**src/oevt_pkg.sv**
```systemverilog
// Constants for the OTG line event enable block.
// Assumes register cycles are decoded to a byte-wide strobe port upstream.
// Summary of operation
// Enabled rising source change raises interrupt and RXCMD
// Enabled falling source change raises interrupt and RXCMD
// Enables reset to 1Fh, upper bits zero
// Rising enables: read 0Dh-0Fh, write/set/clear aliases
// Falling enables: read 10h-12h, write/set/clear aliases
// Status at 13h, live bits 4:0, reset zero
// Bit 4 is ID ground source
// Bit 3 is session end source
// Bit 2 is session valid source
// Bit 1 is bus power valid source
// Bit 0 is host disconnect source
// Rise and fall enables act independently
// Latch at 14h; cleared by read, low power
// Set alias ORs, clear alias clears ones
// Link writes zero to reserved bits
package oevt_pkg;
  localparam logic [5:0] ADDR_RISE_WRITE  = 6'h0d;
  localparam logic [5:0] ADDR_RISE_SET    = 6'h0e;
  localparam logic [5:0] ADDR_RISE_CLEAR  = 6'h0f;
  localparam logic [5:0] ADDR_FALL_WRITE  = 6'h10;
  localparam logic [5:0] ADDR_FALL_SET    = 6'h11;
  localparam logic [5:0] ADDR_FALL_CLEAR  = 6'h12;
  localparam logic [5:0] ADDR_STATUS      = 6'h13;
  localparam logic [5:0] ADDR_LATCH       = 6'h14;
  localparam logic [7:0] ENABLE_RESET     = 8'h1f;
  localparam logic [4:0] STATUS_RESET     = 5'h00;
  localparam logic [4:0] LATCH_RESET      = 5'h00;
  localparam int         BIT_ID_GROUND    = 4;
  localparam int         BIT_SESSION_END  = 3;
  localparam int         BIT_SESSION_VLD  = 2;
  localparam int         BIT_BUS_POWER    = 1;
  localparam int         BIT_HOST_DISC    = 0;
endpackage

```
**src/oevt_enable_reg.sv**
```systemverilog
// One event enable byte with write, set and clear aliases.
// Assumes write strobes are one-cycle pulses on i_clock.
`timescale 1ns/1ns
module oevt_enable_reg #(
  parameter logic [5:0] ADDR_WRITE = 6'h00,
  parameter logic [5:0] ADDR_SET   = 6'h01,
  parameter logic [5:0] ADDR_CLEAR = 6'h02
) (
  input  wire logic       i_clock,
  input  wire logic       i_rst,
  input  wire logic       i_wr,
  input  wire logic [5:0] i_addr,
  input  wire logic [7:0] i_wdata,
  output logic      [7:0] o_value
);
  typedef struct packed {
    logic [7:0] value;
  } oevt_enable_s;

  oevt_enable_s state_q;
  oevt_enable_s state_d;

  // Alias decode of one write
  function automatic logic [7:0] apply_write(input logic [7:0] cur,
                                             input logic [5:0] addr,
                                             input logic [7:0] data);
    logic [7:0] res;
    res = cur;
    if (addr == ADDR_WRITE) begin
      res = data;
    end else if (addr == ADDR_SET) begin
      res = cur | data;
    end else if (addr == ADDR_CLEAR) begin
      res = cur & ~data;
    end
    return res;
  endfunction

  always_comb begin
    state_d = state_q;
    if (i_wr) begin
      state_d.value = apply_write(state_q.value, i_addr, i_wdata);
    end
  end

  always_ff @(posedge i_clock) begin
    if (i_rst) begin
      state_q.value <= oevt_pkg::ENABLE_RESET;
    end else begin
      state_q <= state_d;
    end
  end

  assign o_value = state_q.value;

  property p_reset_value;
    @(posedge i_clock) $fell(i_rst) |-> o_value == 8'h1f;
  endproperty
  a_reset_value: assert property (p_reset_value)
    else $error("Enable byte not 1Fh after reset");

  property p_set_alias;
    @(posedge i_clock) disable iff (i_rst)
      (i_wr && i_addr == ADDR_SET) |=>
        o_value == ($past(o_value) | $past(i_wdata));
  endproperty
  a_set_alias: assert property (p_set_alias)
    else $error("Set alias did not OR data in");

  property p_clear_alias;
    @(posedge i_clock) disable iff (i_rst)
      (i_wr && i_addr == ADDR_CLEAR) |=>
        o_value == ($past(o_value) & ~$past(i_wdata));
  endproperty
  a_clear_alias: assert property (p_clear_alias)
    else $error("Clear alias did not clear ones");
endmodule

```
**src/oevt_event_enables.sv**
```systemverilog
// OTG line event status, edge enables, latch and RXCMD request.
// Assumes source inputs and register strobes are synchronous to i_clock.
`timescale 1ns/1ns
module oevt_event_enables (
  input  wire logic       i_clock,
  input  wire logic       i_rst,
  input  wire logic       i_id_pin_grounded,
  input  wire logic       i_session_ended_flag,
  input  wire logic       i_session_valid_comparator,
  input  wire logic       i_bus_power_valid_comparator,
  input  wire logic       i_host_disconnect_flag,
  input  wire logic       i_low_power,
  input  wire logic       i_reg_wr,
  input  wire logic       i_reg_rd,
  input  wire logic [5:0] i_reg_addr,
  input  wire logic [7:0] i_reg_wdata,
  output logic      [7:0] o_reg_rdata,
  output logic            o_reg_rvalid,
  output logic            o_event_irq,
  output logic            o_rxcmd_valid,
  output logic      [4:0] o_rxcmd_status,
  output logic      [4:0] o_event_latch
);
  typedef struct packed {
    logic [4:0] status;
    logic [4:0] latch;
    logic [7:0] rdata;
    logic       rvalid;
    logic       irq;
    logic       rxcmd_valid;
    logic [4:0] rxcmd_status;
  } oevt_top_s;

  oevt_top_s  st_q;
  oevt_top_s  st_d;
  logic [7:0] rise_en;
  logic [7:0] fall_en;
  logic [4:0] src;
  logic [4:0] events;

  oevt_enable_reg #(
    .ADDR_WRITE (oevt_pkg::ADDR_RISE_WRITE),
    .ADDR_SET   (oevt_pkg::ADDR_RISE_SET),
    .ADDR_CLEAR (oevt_pkg::ADDR_RISE_CLEAR)
  ) u_rise (
    .i_clock (i_clock),
    .i_rst   (i_rst),
    .i_wr    (i_reg_wr),
    .i_addr  (i_reg_addr),
    .i_wdata (i_reg_wdata),
    .o_value (rise_en)
  );

  oevt_enable_reg #(
    .ADDR_WRITE (oevt_pkg::ADDR_FALL_WRITE),
    .ADDR_SET   (oevt_pkg::ADDR_FALL_SET),
    .ADDR_CLEAR (oevt_pkg::ADDR_FALL_CLEAR)
  ) u_fall (
    .i_clock (i_clock),
    .i_rst   (i_rst),
    .i_wr    (i_reg_wr),
    .i_addr  (i_reg_addr),
    .i_wdata (i_reg_wdata),
    .o_value (fall_en)
  );

  // Source bit placement
  always_comb begin
    src = '0;
    src[oevt_pkg::BIT_ID_GROUND]   = i_id_pin_grounded;
    src[oevt_pkg::BIT_SESSION_END] = i_session_ended_flag;
    src[oevt_pkg::BIT_SESSION_VLD] = i_session_valid_comparator;
    src[oevt_pkg::BIT_BUS_POWER]   = i_bus_power_valid_comparator;
    src[oevt_pkg::BIT_HOST_DISC]   = i_host_disconnect_flag;
  end

  // Qualified edges per source
  assign events = (src & ~st_q.status & rise_en[4:0])
                | (~src & st_q.status & fall_en[4:0]);

  always_comb begin
    st_d             = st_q;
    st_d.status      = src;
    st_d.irq         = |events;
    st_d.rxcmd_valid = |events;
    st_d.rxcmd_status = src;
    st_d.rvalid      = i_reg_rd;
    // Latch clear on read or low power; new events win
    if ((i_reg_rd && i_reg_addr == oevt_pkg::ADDR_LATCH) || i_low_power) begin
      st_d.latch = events;
    end else begin
      st_d.latch = st_q.latch | events;
    end
    if (i_reg_rd) begin
      case (i_reg_addr)
        oevt_pkg::ADDR_RISE_WRITE,
        oevt_pkg::ADDR_RISE_SET,
        oevt_pkg::ADDR_RISE_CLEAR: begin
          st_d.rdata = rise_en;
        end
        oevt_pkg::ADDR_FALL_WRITE,
        oevt_pkg::ADDR_FALL_SET,
        oevt_pkg::ADDR_FALL_CLEAR: begin
          st_d.rdata = fall_en;
        end
        oevt_pkg::ADDR_STATUS: begin
          st_d.rdata = {3'h0, st_q.status};
        end
        oevt_pkg::ADDR_LATCH: begin
          st_d.rdata = {3'h0, st_q.latch};
        end
        default: begin
          st_d.rdata = 8'h00;
        end
      endcase
    end
  end

  always_ff @(posedge i_clock) begin
    if (i_rst) begin
      st_q.status       <= oevt_pkg::STATUS_RESET;
      st_q.latch        <= oevt_pkg::LATCH_RESET;
      st_q.rdata        <= 8'h00;
      st_q.rvalid       <= 1'b0;
      st_q.irq          <= 1'b0;
      st_q.rxcmd_valid  <= 1'b0;
      st_q.rxcmd_status <= 5'h00;
    end else begin
      st_q <= st_d;
    end
  end

  assign o_reg_rdata    = st_q.rdata;
  assign o_reg_rvalid   = st_q.rvalid;
  assign o_event_irq    = st_q.irq;
  assign o_rxcmd_valid  = st_q.rxcmd_valid;
  assign o_rxcmd_status = st_q.rxcmd_status;
  assign o_event_latch  = st_q.latch;

  property p_rise_event;
    @(posedge i_clock) disable iff (i_rst)
      (|(src & ~st_q.status & rise_en[4:0])) |=> o_event_irq && o_rxcmd_valid;
  endproperty
  a_rise_event: assert property (p_rise_event)
    else $error("Enabled rise gave no interrupt");

  property p_fall_event;
    @(posedge i_clock) disable iff (i_rst)
      (|(~src & st_q.status & fall_en[4:0])) |=> o_event_irq && o_rxcmd_valid;
  endproperty
  a_fall_event: assert property (p_fall_event)
    else $error("Enabled fall gave no interrupt");

  property p_no_unqualified;
    @(posedge i_clock) disable iff (i_rst)
      (((src & ~st_q.status & ~rise_en[4:0]) |
        (~src & st_q.status & ~fall_en[4:0])) == (src ^ st_q.status))
        |=> !o_event_irq;
  endproperty
  a_no_unqualified: assert property (p_no_unqualified)
    else $error("Interrupt from a disabled edge");

  property p_status_follows;
    @(posedge i_clock) disable iff (i_rst)
      1'b1 |=> st_q.status == {$past(i_id_pin_grounded),
        $past(i_session_ended_flag), $past(i_session_valid_comparator),
        $past(i_bus_power_valid_comparator), $past(i_host_disconnect_flag)};
  endproperty
  a_status_follows: assert property (p_status_follows)
    else $error("Status does not follow sources");

  property p_status_read;
    @(posedge i_clock) disable iff (i_rst)
      (i_reg_rd && i_reg_addr == 6'h13) |=>
        o_reg_rvalid && o_reg_rdata == {3'h0, $past(st_q.status)};
  endproperty
  a_status_read: assert property (p_status_read)
    else $error("Status read returned wrong byte");

  property p_rise_read;
    @(posedge i_clock) disable iff (i_rst)
      (i_reg_rd && i_reg_addr == 6'h0f) |=> o_reg_rdata == $past(rise_en);
  endproperty
  a_rise_read: assert property (p_rise_read)
    else $error("Rise enable read at clear alias wrong");

  property p_fall_read;
    @(posedge i_clock) disable iff (i_rst)
      (i_reg_rd && i_reg_addr == 6'h11) |=> o_reg_rdata == $past(fall_en);
  endproperty
  a_fall_read: assert property (p_fall_read)
    else $error("Fall enable read at set alias wrong");

  property p_rise_load;
    @(posedge i_clock) disable iff (i_rst)
      (i_reg_wr && i_reg_addr == oevt_pkg::ADDR_RISE_WRITE) |=>
        rise_en == $past(i_reg_wdata);
  endproperty
  a_rise_load: assert property (p_rise_load)
    else $error("Rise enable write not loaded");

  property p_fall_load;
    @(posedge i_clock) disable iff (i_rst)
      (i_reg_wr && i_reg_addr == oevt_pkg::ADDR_FALL_WRITE) |=>
        fall_en == $past(i_reg_wdata);
  endproperty
  a_fall_load: assert property (p_fall_load)
    else $error("Fall enable write not loaded");

  property p_latch_read;
    @(posedge i_clock) disable iff (i_rst)
      (i_reg_rd && i_reg_addr == oevt_pkg::ADDR_LATCH) |=>
        o_reg_rdata == {3'h0, $past(o_event_latch)};
  endproperty
  a_latch_read: assert property (p_latch_read)
    else $error("Latch read returned wrong byte");

  property p_latch_clear;
    @(posedge i_clock) disable iff (i_rst)
      ((i_reg_rd && i_reg_addr == 6'h14) || i_low_power) && events == 5'h00
        |=> o_event_latch == 5'h00;
  endproperty
  a_latch_clear: assert property (p_latch_clear)
    else $error("Latch not cleared by read or low power");

  property p_latch_set;
    @(posedge i_clock) disable iff (i_rst)
      events != 5'h00 |=> (o_event_latch & $past(events)) == $past(events);
  endproperty
  a_latch_set: assert property (p_latch_set)
    else $error("Event did not set its latch bit");
endmodule

```
**config.mk**
```make
export PLATFORM = sky130hd
export DESIGN_NAME = oevt_event_enables
export DESIGN_NICKNAME = d
export VERILOG_FILES = /design/src/oevt_pkg.sv /design/src/oevt_enable_reg.sv /design/src/oevt_event_enables.sv
export SDC_FILE = /design/constraint.sdc
export NUM_CORES = 1
export LEC_CHECK = 0
export BUFFER_PORTS_ARGS = -buffer_cell sky130_fd_sc_hd__clkbuf_2
export CAP_MARGIN = 20
export CORE_MARGIN = 2
export CORE_UTILIZATION = 46
export DETAILED_ROUTE_END_ITERATION = 8
export GPL_ROUTABILITY_DRIVEN = 0
export GPL_TIMING_DRIVEN = 0
export PLACE_DENSITY_LB_ADDON = 0.08
export SYNTH_ARGS = -nofsm -noshare
export SYNTH_HDL_FRONTEND = slang
export SYNTH_SLANG_ARGS = --single-unit
```
**constraint.sdc**
```tcl
create_clock -name i_clock -period 2.2 [get_ports i_clock]
set_clock_uncertainty 0.1 [all_clocks]
set_input_delay 0.33 -clock i_clock [delete_from_list [all_inputs] [get_ports i_clock]]
set_output_delay 0.33 -clock i_clock [all_outputs]
set_load 0.01 [all_outputs]
```
==> run metrics <==
min-delay worst type input pin to register; Critical Path Fanout Max 9; synthesis-to-finish area growth 19.8%; max cap viols 0; final hold vios 0; crit path cell chain clkbuf_2, or4b_4, buf_6, nor3b_4, o21ai_1, a221o_1; final WL about 4.6 mm; classification of the worst setup path input pin to register; share of cells above drive strength 1 0.270; GR Util All Layers 0.238; Worst path top cell family by delay simple AND/OR/NAND/NOR gates; min-delay src i_bus_power_valid_comparator; post-synth top area share 0.428; worst vdd ir 0.000322 V; Slew @ Worst Pin 0.641 ns; slowest library cell on the worst path or4b_4; Final Cell Area 2020 um2; Clock Latency Late Sink 0.33 ns; minimum clock period after layout 1.83 ns; final-report max-slew violation count 0; Die Width 64.5 um; reg2reg setup slack 0.87 ns; CP Capture Type register; GR Overflow Total 0; DP Wirelength 3.34 mm; synthesized area 1690 um2; die area about 4200 um2; site row count 21; first-pass detailed-route iteration total 5; Setup TNS 0 ns; Startpoint Class input pin; synthesized flop and latch total 36; nets approximately 260; Via density 5.85; Max-slew headroom 0.571; WL/cell 16.6 um; post-cts repair resize count 0; # port buffers 44; Post-CTS Repair Setup Buffers 0; Syn Nets 205; final core utilization 0.591; first-pass GRT wire length roughly 7.7 mm; WP buf/inv 2; Syn. warnings 0; Final Setup Violations 0; synthesized area per cell 9.31 um2; Seq/Total Area, Yosys 0.428; area leader, netlist dfxtp_1; top cells by area, synth dfxtp_1 43%, nor2b_1 6.7%, a221o_1 5.9%; Hold-fix buffers, CTS 0; core area 3420 um2; antenna cells 0; number of clock sinks 36; Non-Filler Instances between 200 and 300; H-tree depth 2; status finished clean; Leakage 0.783 nW; reg2reg end o_rxcmd_valid; CTS root buf clkbuf_4; fin crit share 0.832; Longest Clk Path Bufs 2; die height between 60 and 70 um; CTS tree built; Num CTS Buffers 5; Initial Util 0.493; Max Fclk 546 MHz; sequential standard cell area 721 um2; Reg-to-Reg Start o_rxcmd_status[2]; DP Area approximately 2000 um2; number of fill cells 337; slowest stage delay, CP between 0.5 and 0.6 ns; Multi-input gate area 895 um2; post-synth cell types 35; Reg clk slew, reported paths roughly 0.12 ns; DRT iter0 DRCs 105; Ports 45; Mapped Cells between 150 and 200; initial antenna violation count 0; Reg2Reg Depth 4; Post-DRT Antenna Nets 0; Worst EP arrival 1.95 ns; worst hold path cell count 2; vias in the first global route 1,739; RSZ-0062 raised after global routing false; dpl cells 271; hold endpoint o_rxcmd_status[1]; PD cells 591 nW/um2; via count 1,631; DRC 0; Req. time, crit path 2.32 ns; largest net degree at the start of global routing 13
==> metrics by stage <==
step	hold slack (ns)	power (mW)	setup WS (ns)
floorplan	0.358	0.786	0.355
finish	0.149	1.19	0.370
CTS	0.135	1.20	0.404
global placement	0.362	0.855	0.0626
global route	0.109	1.27	0.322
detailed placement	0.363	0.860	0.0520
==> power by group <==
part           internal (mW)  switching (mW)  total (mW)  leakage (nW)
clock network          0.123           0.224       0.347        0.0349
registers              0.670          0.0137       0.684         0.294
logic                 0.0680          0.0955       0.164         0.454
==> metal layers <==
layer	vias to the layer above	global-route usage	part of all wire
met4	0	0.0851	0.0019
met1	772	0.286	0.43
met3	2	0.0434	0.064
met2	63	0.424	0.50
li1	794	-	-
met5	-	0	0
==> layout make-up <==
type / instances / area share
clock buffers: 5 / 0.0186
inverters: 2 / 0.00372
multi-input cells: 130 / 0.443
plain buffers: 13 / 0.0310
clock inverters: 3 / 0.00929
flip-flops and latches: 36 / 0.357
well taps: 46 / 0.0285
repair buffers: 44 / 0.109
==> cell families after synthesis <==
family | count (synthesis) | synth area share
simple gates | 56 | 0.206
flops | 36 | 0.428
compound gates | 68 | 0.288
mux | 6 | 0.0364
buf+inv | 15 | 0.0416
==> how the worst max path moves through the flow <==
stage,from,endpoint,cells past startpoint
2_1_floorplan,i_reg_addr[2],register,5
3_3_place_gp,i_reg_addr[2],register,6
3_5_place_dp,i_reg_addr[2],register,6
4_1_cts,i_reg_addr[2],register,6
5_1_grt,i_reg_addr[2],o_reg_rdata[5],7
6_report,i_reg_addr[2],register,6
==> synth_stat cells (all sizes together) <==
library cell	n
a21oi	16
a221o	10
a221oi	3
a2bb2oi	5
a31oi	1
a32o	6
a41oi	1
and2	2
and3	1
buf	5
clkbuf	8
dfxtp	36
inv	2
mux2	1
mux2i	5
nand2	6
nand3	1
nand3b	4
nor2	12
nor2b	18
nor3	3
nor3b	3
nor4	1
nor4bb	3
o2111ai	8
o21ai	18
or2	1
or4b	1
==> cells in the final DEF (no fill, tap or decap), types with 8 or more instances in the layout <==
master     instances
clkbuf_1           8
a21oi_1           16
dfxtp_1           36
o2111ai_1          8
o21ai_1            8
clkbuf_2          44
nor2_1            11
o21ai_0           10
a221o_1           10
nor2b_1           18
No activity file was read; power rests on OpenSTA's default activity.
